==> src/logic/fanlut_pkg.sv <==
`default_nettype none
package fanlut_pkg;

    // Register indices; byte address is four times the index
    localparam logic [7:0] IDX_CFG      = 8'h4a;
    localparam logic [7:0] IDX_OFFSET   = 8'h4e;
    localparam logic [7:0] IDX_E4_LIMIT = 8'h56;
    localparam logic [7:0] IDX_E4_DUTY  = 8'h57;
    localparam logic [7:0] IDX_E5_LIMIT = 8'h58;
    localparam logic [7:0] IDX_STATUS   = 8'h60;

    // Configuration fields
    localparam int CFG_TEMP_HIRES_BIT = 0;
    localparam int CFG_DUTY_HIRES_BIT = 1;
    localparam int CFG_PWM_22K5_BIT   = 2;
    localparam int CFG_TBL_WE_BIT     = 5;
    localparam logic [7:0] CFG_WMASK  = 8'h27;

    // Limit and duty fields
    localparam int LIMIT_HALF_BIT   = 7;
    localparam int DUTY_EXT_MSB     = 7;
    localparam int DUTY_EXT_LSB     = 6;
    localparam int DUTY_BASE_MSB    = 5;

    // Status fields
    localparam int STAT_E4_BIT      = 0;
    localparam int STAT_E5_BIT      = 1;
    localparam int STAT_EXT_BIT     = 2;
    localparam int STAT_DUTY_LSB    = 8;

    // Reset values
    localparam logic [7:0] CFG_RST      = 8'h00;
    localparam logic [7:0] OFFSET_RST   = 8'h00;
    localparam logic [7:0] E4_LIMIT_RST = 8'h7f;
    localparam logic [7:0] E4_DUTY_RST  = 8'h3f;
    localparam logic [7:0] E5_LIMIT_RST = 8'h7f;

    // Bus response codes
    localparam logic [1:0] RESP_OKAY   = 2'h0;
    localparam logic [1:0] RESP_SLVERR = 2'h2;

    function automatic logic is_mapped(input logic [7:0] idx);
        is_mapped = (idx == IDX_CFG) || (idx == IDX_OFFSET) ||
                    (idx == IDX_E4_LIMIT) || (idx == IDX_E4_DUTY) ||
                    (idx == IDX_E5_LIMIT) || (idx == IDX_STATUS);
    endfunction

endpackage
`default_nettype wire

==> src/logic/fanlut_entries.sv <==
// Decided for this implementation: the AXI4-Lite register port.
`timescale 1ns/100ps
`default_nettype none
module fanlut_entries #(
    parameter int ADDR_W = 10
) (
    // Clock and reset
    input  wire logic              aclk,
    input  wire logic              aresetn,
    // Write address channel
    input  wire logic [ADDR_W-1:0] awaddr,
    input  wire logic              awvalid,
    output logic                   awready,
    // Write data channel
    input  wire logic [31:0]       wdata,
    input  wire logic [3:0]        wstrb,
    input  wire logic              wvalid,
    output logic                   wready,
    // Write response channel
    output logic [1:0]             bresp,
    output logic                   bvalid,
    input  wire logic              bready,
    // Read address channel
    input  wire logic [ADDR_W-1:0] araddr,
    input  wire logic              arvalid,
    output logic                   arready,
    // Read data channel
    output logic [31:0]            rdata,
    output logic [1:0]             rresp,
    output logic                   rvalid,
    input  wire logic              rready,
    // Filtered remote temperature from the same clock domain
    input  wire logic [10:0]       remote_temp,
    // Fan duty request
    output logic                   entry4_active,
    output logic                   entry5_active,
    output logic [7:0]             entry4_duty,
    output logic                   duty_hires_active
);

    if (ADDR_W < 10) begin : g_addr_chk
        $error("fanlut_entries: ADDR_W must be at least 10");
    end

    typedef enum logic [1:0] {
        FANLUT_IDLE  = 2'b00,
        FANLUT_WRESP = 2'b01,
        FANLUT_RRESP = 2'b10
    } fanlut_bus_t;

    typedef struct packed {
        fanlut_bus_t st;
        logic        aw_got;
        logic        w_got;
        logic [7:0]  aw_idx;
        logic        aw_ok;
        logic [7:0]  w_data;
        logic        w_lane0;
        logic [1:0]  bresp;
        logic [31:0] rdata;
        logic [1:0]  rresp;
        logic [7:0]  cfg;
        logic [7:0]  tbl_offset;
        logic [7:0]  e4_limit;
        logic [7:0]  e4_duty;
        logic [7:0]  e5_limit;
        logic        e4_above;
        logic        e5_above;
        logic [7:0]  duty_out;
        logic        duty_hr;
    } fanlut_state_t;

    localparam fanlut_state_t FANLUT_RST = '{
        st:         FANLUT_IDLE,
        aw_got:     1'b0,
        w_got:      1'b0,
        aw_idx:     8'h00,
        aw_ok:      1'b0,
        w_data:     8'h00,
        w_lane0:    1'b0,
        bresp:      fanlut_pkg::RESP_OKAY,
        rdata:      32'h0000_0000,
        rresp:      fanlut_pkg::RESP_OKAY,
        cfg:        fanlut_pkg::CFG_RST,
        tbl_offset: fanlut_pkg::OFFSET_RST,
        e4_limit:   fanlut_pkg::E4_LIMIT_RST,
        e4_duty:    fanlut_pkg::E4_DUTY_RST,
        e5_limit:   fanlut_pkg::E5_LIMIT_RST,
        e4_above:   1'b0,
        e5_above:   1'b0,
        duty_out:   8'h00,
        duty_hr:    1'b0
    };

    fanlut_state_t q_ff;
    fanlut_state_t nxt_q;

    logic       temp_hires;
    logic       duty_hires;
    logic       pwm_22k5;
    logic       tbl_we;
    logic       cmp4_above;
    logic       cmp5_above;
    logic [7:0] duty_eff;
    logic       ext_active;

    assign temp_hires = q_ff.cfg[fanlut_pkg::CFG_TEMP_HIRES_BIT];
    assign duty_hires = q_ff.cfg[fanlut_pkg::CFG_DUTY_HIRES_BIT];
    assign pwm_22k5   = q_ff.cfg[fanlut_pkg::CFG_PWM_22K5_BIT];
    assign tbl_we     = q_ff.cfg[fanlut_pkg::CFG_TBL_WE_BIT];

    // Limit comparators for entries four and five
    fanlut_limit_cmp u_cmp4 (
        .remote_temp  (remote_temp),
        .limit        (q_ff.e4_limit),
        .table_offset (q_ff.tbl_offset),
        .temp_hires   (temp_hires),
        .above        (cmp4_above)
    );

    fanlut_limit_cmp u_cmp5 (
        .remote_temp  (remote_temp),
        .limit        (q_ff.e5_limit),
        .table_offset (q_ff.tbl_offset),
        .temp_hires   (temp_hires),
        .above        (cmp5_above)
    );

    fanlut_duty_fmt u_duty (
        .duty_reg   (q_ff.e4_duty),
        .duty_hires (duty_hires),
        .pwm_22k5   (pwm_22k5),
        .duty_eff   (duty_eff),
        .ext_active (ext_active)
    );

    // Writes take priority; a read waits while any write is pending
    assign awready = (q_ff.st == FANLUT_IDLE) && !q_ff.aw_got;
    assign wready  = (q_ff.st == FANLUT_IDLE) && !q_ff.w_got;
    assign arready = (q_ff.st == FANLUT_IDLE) && !q_ff.aw_got &&
                     !q_ff.w_got && !awvalid && !wvalid;
    assign bvalid  = (q_ff.st == FANLUT_WRESP);
    assign rvalid  = (q_ff.st == FANLUT_RRESP);
    assign bresp   = q_ff.bresp;
    assign rresp   = q_ff.rresp;
    assign rdata   = q_ff.rdata;

    assign entry4_active     = q_ff.e4_above;
    assign entry5_active     = q_ff.e5_above;
    assign entry4_duty       = q_ff.duty_out;
    assign duty_hires_active = q_ff.duty_hr;

    always_comb begin
        logic        aw_now;
        logic        w_now;
        logic [7:0]  idx;
        logic        ok;
        logic [7:0]  wd;
        logic        lane0;
        logic [7:0]  r_idx;
        logic        r_ok;
        logic [31:0] rd_word;

        nxt_q   = q_ff;
        aw_now  = awvalid && awready;
        w_now   = wvalid && wready;
        idx     = q_ff.aw_got ? q_ff.aw_idx : awaddr[9:2];
        ok      = q_ff.aw_got ? q_ff.aw_ok :
                  ((awaddr >> 10) == '0) && fanlut_pkg::is_mapped(idx);
        wd      = q_ff.w_got ? q_ff.w_data : wdata[7:0];
        lane0   = q_ff.w_got ? q_ff.w_lane0 : wstrb[0];
        r_idx   = araddr[9:2];
        r_ok    = ((araddr >> 10) == '0) && fanlut_pkg::is_mapped(r_idx);
        rd_word = 32'h0000_0000;

        // Read mux; reads never depend on the write-enable
        unique case (r_idx)
            fanlut_pkg::IDX_CFG:    rd_word[7:0] = q_ff.cfg;
            fanlut_pkg::IDX_OFFSET: rd_word[7:0] = q_ff.tbl_offset;
            fanlut_pkg::IDX_E4_LIMIT: begin
                rd_word[7:0] = {temp_hires &
                                q_ff.e4_limit[fanlut_pkg::LIMIT_HALF_BIT],
                                q_ff.e4_limit[6:0]};
            end
            fanlut_pkg::IDX_E4_DUTY: begin
                rd_word[7:0] = duty_hires ? q_ff.e4_duty :
                    {2'h0, q_ff.e4_duty[fanlut_pkg::DUTY_BASE_MSB:0]};
            end
            fanlut_pkg::IDX_E5_LIMIT: begin
                rd_word[7:0] = {temp_hires &
                                q_ff.e5_limit[fanlut_pkg::LIMIT_HALF_BIT],
                                q_ff.e5_limit[6:0]};
            end
            fanlut_pkg::IDX_STATUS: begin
                rd_word[fanlut_pkg::STAT_E4_BIT]  = q_ff.e4_above;
                rd_word[fanlut_pkg::STAT_E5_BIT]  = q_ff.e5_above;
                rd_word[fanlut_pkg::STAT_EXT_BIT] = q_ff.duty_hr;
                rd_word[fanlut_pkg::STAT_DUTY_LSB +: 8] = q_ff.duty_out;
            end
            default: rd_word = 32'h0000_0000;
        endcase

        unique case (q_ff.st)
            FANLUT_IDLE: begin
                if (aw_now) begin
                    nxt_q.aw_got = 1'b1;
                    nxt_q.aw_idx = idx;
                    nxt_q.aw_ok  = ok;
                end
                if (w_now) begin
                    nxt_q.w_got   = 1'b1;
                    nxt_q.w_data  = wd;
                    nxt_q.w_lane0 = lane0;
                end
                if ((q_ff.aw_got || aw_now) && (q_ff.w_got || w_now)) begin
                    nxt_q.st     = FANLUT_WRESP;
                    nxt_q.aw_got = 1'b0;
                    nxt_q.w_got  = 1'b0;
                    nxt_q.bresp  = ok ? fanlut_pkg::RESP_OKAY :
                                        fanlut_pkg::RESP_SLVERR;
                    if (ok && lane0) begin
                        unique case (idx)
                            fanlut_pkg::IDX_CFG: begin
                                nxt_q.cfg = wd & fanlut_pkg::CFG_WMASK;
                            end
                            fanlut_pkg::IDX_OFFSET: nxt_q.tbl_offset = wd;
                            fanlut_pkg::IDX_E4_LIMIT: begin
                                if (tbl_we) begin
                                    nxt_q.e4_limit = {temp_hires &
                                        wd[fanlut_pkg::LIMIT_HALF_BIT],
                                        wd[6:0]};
                                end
                            end
                            fanlut_pkg::IDX_E4_DUTY: begin
                                if (tbl_we) begin
                                    nxt_q.e4_duty = {duty_hires ?
                                        wd[fanlut_pkg::DUTY_EXT_MSB:
                                           fanlut_pkg::DUTY_EXT_LSB] : 2'h0,
                                        wd[fanlut_pkg::DUTY_BASE_MSB:0]};
                                end
                            end
                            fanlut_pkg::IDX_E5_LIMIT: begin
                                if (tbl_we) begin
                                    nxt_q.e5_limit = {temp_hires &
                                        wd[fanlut_pkg::LIMIT_HALF_BIT],
                                        wd[6:0]};
                                end
                            end
                            default: nxt_q.cfg = q_ff.cfg;
                        endcase
                    end
                end else if (arvalid && arready) begin
                    nxt_q.st    = FANLUT_RRESP;
                    nxt_q.rdata = r_ok ? rd_word : 32'h0000_0000;
                    nxt_q.rresp = r_ok ? fanlut_pkg::RESP_OKAY :
                                         fanlut_pkg::RESP_SLVERR;
                end
            end
            FANLUT_WRESP: begin
                if (bready) begin
                    nxt_q.st = FANLUT_IDLE;
                end
            end
            FANLUT_RRESP: begin
                if (rready) begin
                    nxt_q.st = FANLUT_IDLE;
                end
            end
            default: nxt_q.st = FANLUT_IDLE;
        endcase

        nxt_q.e4_above = cmp4_above;
        nxt_q.e5_above = cmp5_above;
        nxt_q.duty_out = duty_eff;
        nxt_q.duty_hr  = ext_active;
    end

    always_ff @(posedge aclk) begin
        if (!aresetn) begin
            q_ff <= FANLUT_RST;
        end else begin
            q_ff <= nxt_q;
        end
    end

endmodule // fanlut_entries
`default_nettype wire

==> src/logic/fanlut_limit_cmp.sv <==
`timescale 1ns/100ps
`default_nettype none
module fanlut_limit_cmp (
    // Filtered remote reading, degrees in [10:3], eighths in [2:0]
    input  wire logic [10:0] remote_temp,
    // Programmed limit and table offset
    input  wire logic [7:0]  limit,
    input  wire logic [7:0]  table_offset,
    input  wire logic        temp_hires,
    // Result
    output logic             above
);
    logic [10:0] temp_half;
    logic [10:0] limit_half;

    always_comb begin
        temp_half = {2'h0, remote_temp[10:3],
                     temp_hires & remote_temp[2]};
        limit_half = {3'h0, limit[6:0],
                      temp_hires & limit[fanlut_pkg::LIMIT_HALF_BIT]}
                   + {2'h0, table_offset, 1'b0};
        above = temp_half > limit_half;
    end
endmodule // fanlut_limit_cmp
`default_nettype wire

==> src/logic/fanlut_duty_fmt.sv <==
`timescale 1ns/100ps
`default_nettype none
module fanlut_duty_fmt (
    // Stored duty entry and mode
    input  wire logic [7:0] duty_reg,
    input  wire logic       duty_hires,
    input  wire logic       pwm_22k5,
    // Duty handed to the PWM generator
    output logic [7:0]      duty_eff,
    output logic            ext_active
);
    always_comb begin
        ext_active = duty_hires & pwm_22k5;
        if (ext_active) begin
            duty_eff = duty_reg;
        end else begin
            duty_eff = {2'h0, duty_reg[fanlut_pkg::DUTY_BASE_MSB:0]};
        end
    end
endmodule // fanlut_duty_fmt
`default_nettype wire

==> config.mk <==
export PLATFORM = sky130hd
export DESIGN_NAME = fanlut_entries
export DESIGN_NICKNAME = d
export VERILOG_FILES = /design/src/logic/fanlut_pkg.sv /design/src/logic/fanlut_entries.sv /design/src/logic/fanlut_limit_cmp.sv /design/src/logic/fanlut_duty_fmt.sv
export SDC_FILE = /design/constraint.sdc
export NUM_CORES = 1
export LEC_CHECK = 0
export ABC_CLOCK_PERIOD_IN_PS = 3550
export BUFFER_PORTS_ARGS = -buffer_cell sky130_fd_sc_hd__buf_2
export CAP_MARGIN = 10
export CORE_ASPECT_RATIO = 0.5
export CORE_MARGIN = 2
export CORE_UTILIZATION = 50
export DETAILED_ROUTE_END_ITERATION = 8
export GPL_ROUTABILITY_DRIVEN = 0
export PLACE_DENSITY = 0.8
export SYNTH_ARGS = -nofsm -noshare
export SYNTH_HDL_FRONTEND = slang
export SYNTH_SLANG_ARGS = --single-unit
==> constraint.sdc <==
create_clock -name aclk -period 3.55 [get_ports aclk]
set_input_delay 0.71 -clock aclk [delete_from_list [all_inputs] [get_ports aclk]]
set_output_delay 0.71 -clock aclk [all_outputs]
set_load 0.01 [all_outputs]
==> metrics.yaml <==
status:
  status: "finished, final reports clean"
finish:
  drive_above_1_share: 0.174
  fin_nets: 749
  antennaDiodeCount: 0
  largest_register_ffs: 56
  final_cell_count_no_fill: 784
  largest_register: "q_ff"
  area_delta_synth_final_pct: 9.44
  nFillCells: 893
detailed_routing:
  vias: 4367
  wl_per_cell_um: 16.1
  drtPass1Iterations: 5
  ant_nets: 0
  drt-initial-drc-count: 420
  drc: 0
  wl_mm: 12.6
  drt-vias-per-instance: 5.57
sta:
  max_freq_ghz: 0.359
  hold_viol_final: 0
  finalSetupViolCount: 0
  tns_ps: 0
  fin_crit_ps: 2790
  max_slew_margin: 0.353
  rsz0062_at_grt: "no"
  drv_slew: 0
  worst_pin_slew_ps: 966
  post-route-period-util: 0.785
  fin_skew_ps: 6.80
logic_synthesis:
  synth-seq-cells: 87
  synth_warnings: 0
  synth_edf_count: 0
  yosys.area_share.simple: 0.222
  synth.yosys.seq_area_share: 0.326
  synth_top_family_by_area: "simple AND/OR/NAND/NOR gates"
  synth-main-ff-cell: "dfxtp_1"
  syn_inst: 603
  syn_avg_cell_area_um2: 8.86
  synthMuxAreaShare: 0.108
  synth-compound-area-share: 0.149
  synth_xor_area_frac: 0.0197
  synth.distinct_cells: 67
  ys_async_sr_fraction: 0
  synth_area_um2: 5340
  synthAdderAreaFrac: 0.0825
placed_design:
  hpwl_mm: 9.64
  place_inst: 770
  io_buffers: 74
power:
  p_clk_frac: 0.414
  seqPwrFrac: 0.464
  static-leakage-power_nw: 2.71
  internal_power_mw: 1.68
  irDropWorstVdd_mv: 0.249
  swShare: 0.251
  combPwrFrac: 0.122
  net-switching-power_mw: 0.563
  cellPowerDensity_nw_per_um2: 384
floorplan:
  core_um2: 10300
  rows: 26
  die_height_um: 77.1
  pin_count: 126
  dieArea_um2: 11600
  die_x_um: 150
  start_util: 0.518
setup_path:
  ff2ff_path_depth: 13
  worstPathRequired_ps: 3780
  critPathMaxFanout: 4
  crit_type: "register to register"
  start_kind: "register"
  crit_path_end_kind: "register"
  arrival_ps: 3020
global_routing:
  grt_pass1_vias: 4107
  grt_max_degree: 36
  grt_pass1_wl_mm: 20.8
  antenna_found_initial: 0
  grt_overflow: 0
  grtUsageTotal: 0.228
  global_route.usage.met2: 0.360
  grt_util_met1: 0.313
  busiest_layer: "met2"
  grtUsageMet3: 0.0548
clock_network:
  cts.clk_slew.worst_paths_ps: 60
  cts_tree: "built"
  cts.path.max_buffers: 2
  clock_latency_ps: 340
  cts-resized-gates: 0
  cts.sinks: 87
  numCtsBuffers: 9
  postCtsSetupRepairBufs: 0
  htree_levels: 3
  clockRootBuffer: "clkbuf_16"
  cts_hold_buf: 0
worst_hold_path:
  holdPathStages: 2
  hold_path_class: "register to register"
flow_run:
  max_cap_viol_count: 0
-- area by class of cell --
class | instances | area [µm²] | area share
Sequential cell | 87 | 1740 | 0.298
Clock inverter | 4 | 47.5 | 0.00814
Tap cell | 140 | 175 | 0.0300
Multi-Input combinational cell | 450 | 3170 | 0.543
Inverter | 12 | 45.0 | 0.00771
Timing Repair Buffer | 81 | 423 | 0.0724
Clock buffer | 10 | 239 | 0.0409
-- cells in the mapped netlist, types with 2 or more instances --
cell type,count,area (µm²)
a211oi_1,2,15.0
a21boi_0,17,128
a21o_1,4,30.0
a21oi_1,26,130
a221oi_1,3,26.3
a22o_1,3,26.3
a22oi_1,3,22.5
a31oi_1,2,12.5
a32o_1,2,20.0
and2_1,19,119
and3_1,4,25.0
buf_2,4,20.0
buf_4,44,330
clkbuf_1,21,78.8
dfxtp_1,87,1740
fa_1,2,40.0
ha_1,32,400
inv_1,12,45.0
mux2_2,6,67.6
mux2i_1,51,510
nand2_1,70,263
nand2b_1,8,50.1
nand3_1,21,105
nand3_4,2,35.0
nand3b_1,2,15.0
nor2_1,25,93.8
nor2b_1,29,181
nor3_1,5,25.0
nor3b_1,3,22.5
nor4b_1,3,26.3
nor4b_4,2,47.6
nor4bb_1,3,30.0
o211a_1,9,90.1
o211ai_1,3,22.5
o21a_1,6,45.0
o21ai_0,22,110
o21bai_1,3,22.5
o221ai_1,2,17.5
o31ai_1,2,15.0
or3_1,2,12.5
xnor2_1,5,43.8
xor2_1,7,61.3
-- through the flow --
| stage | util | hold slack, ps | setup slack, ps | instance area, µm² | total power [mW] |
|---|---|---|---|---|---|
| after global routing | 0.567 | 482 | 555 | 5840 | 2.33 |
| after floorplan | - | 434 | 1040 | 5400 | 1.27 |
| after CTS | 0.567 | 461 | 792 | 5840 | 2.25 |
| final | 0.567 | 458 | 764 | 5840 | 2.25 |
| after detailed placement | 0.539 | 451 | 808 | 5560 | 1.33 |
| after global placement | 0.539 | 441 | 835 | 5560 | 1.33 |
-- critical path, cell delays in order (launching register included) --
cell,delay [ps]
dfxtp_1,350
ha_1,220
fa_1,400
a21o_1,170
a21oi_1,200
o21ai_0,160
nor2_1,130
xor2_1,80
ha_1,300
o21a_1,120
o21ai_0,70
a21oi_1,150
o31ai_1,90
a311oi_1,240
-- routing by layer --
metal	up-vias	routed length, µm
met1	2074	5840
met5	-	0
met4	0	206
li1	2134	-
met2	140	5640
met3	19	917
-- power by group through the flow --
stage               Sequential [mW]  Clock (mW)  Combinational, mW
detailed placement             1.06           0              0.271
CTS                            1.04       0.937              0.273
floorplan                      1.05           0              0.224
global placement               1.06           0              0.266
global route                   1.05       0.975              0.302
finish                         1.04       0.929              0.274
-- final timing paths --
kind	startpoint	slack, ps	end
setup reg to reg	q_ff[35]	760	entry4_active
setup / recovery	q_ff[35]	760	entry4_active
hold / removal	rdata[14]	460	rdata[14]
hold reg to reg	rdata[14]	460	rdata[14]
-- cell families after synthesis --
group                    Yosys count
XOR/XNOR                          12
other                              1
buffers and inverters             83
AND/OR/NAND/NOR                  213
AO/OA/AOI/OAI                    116
multiplexers                      57
flip-flops                        87
adder cells (fa/ha/maj)           34
-- placed cells by master (no fill, tap or decap), drive strengths merged, types with 3 or more instances in the layout --
cell    count
dfxtp      87
buf        81
nand2      71
mux2i      51
ha         32
nor2b      29
a21oi      26
nor2       25
nand3      23
o21ai      22
and2       20
conb       18
a21boi     17
inv        12
clkbuf     10
o211a       9
nand2b      8
xor2        7
mux2        6
o21a        6
nor4b       6
nor3        5
xnor2       5
and3        4
a21o        4
o211ai      3
o21bai      3
nor3b       3
nor4bb      3
a221oi      3
a22o        3
a22oi       3
or3         3
Power figures use the tool's default switching activity.
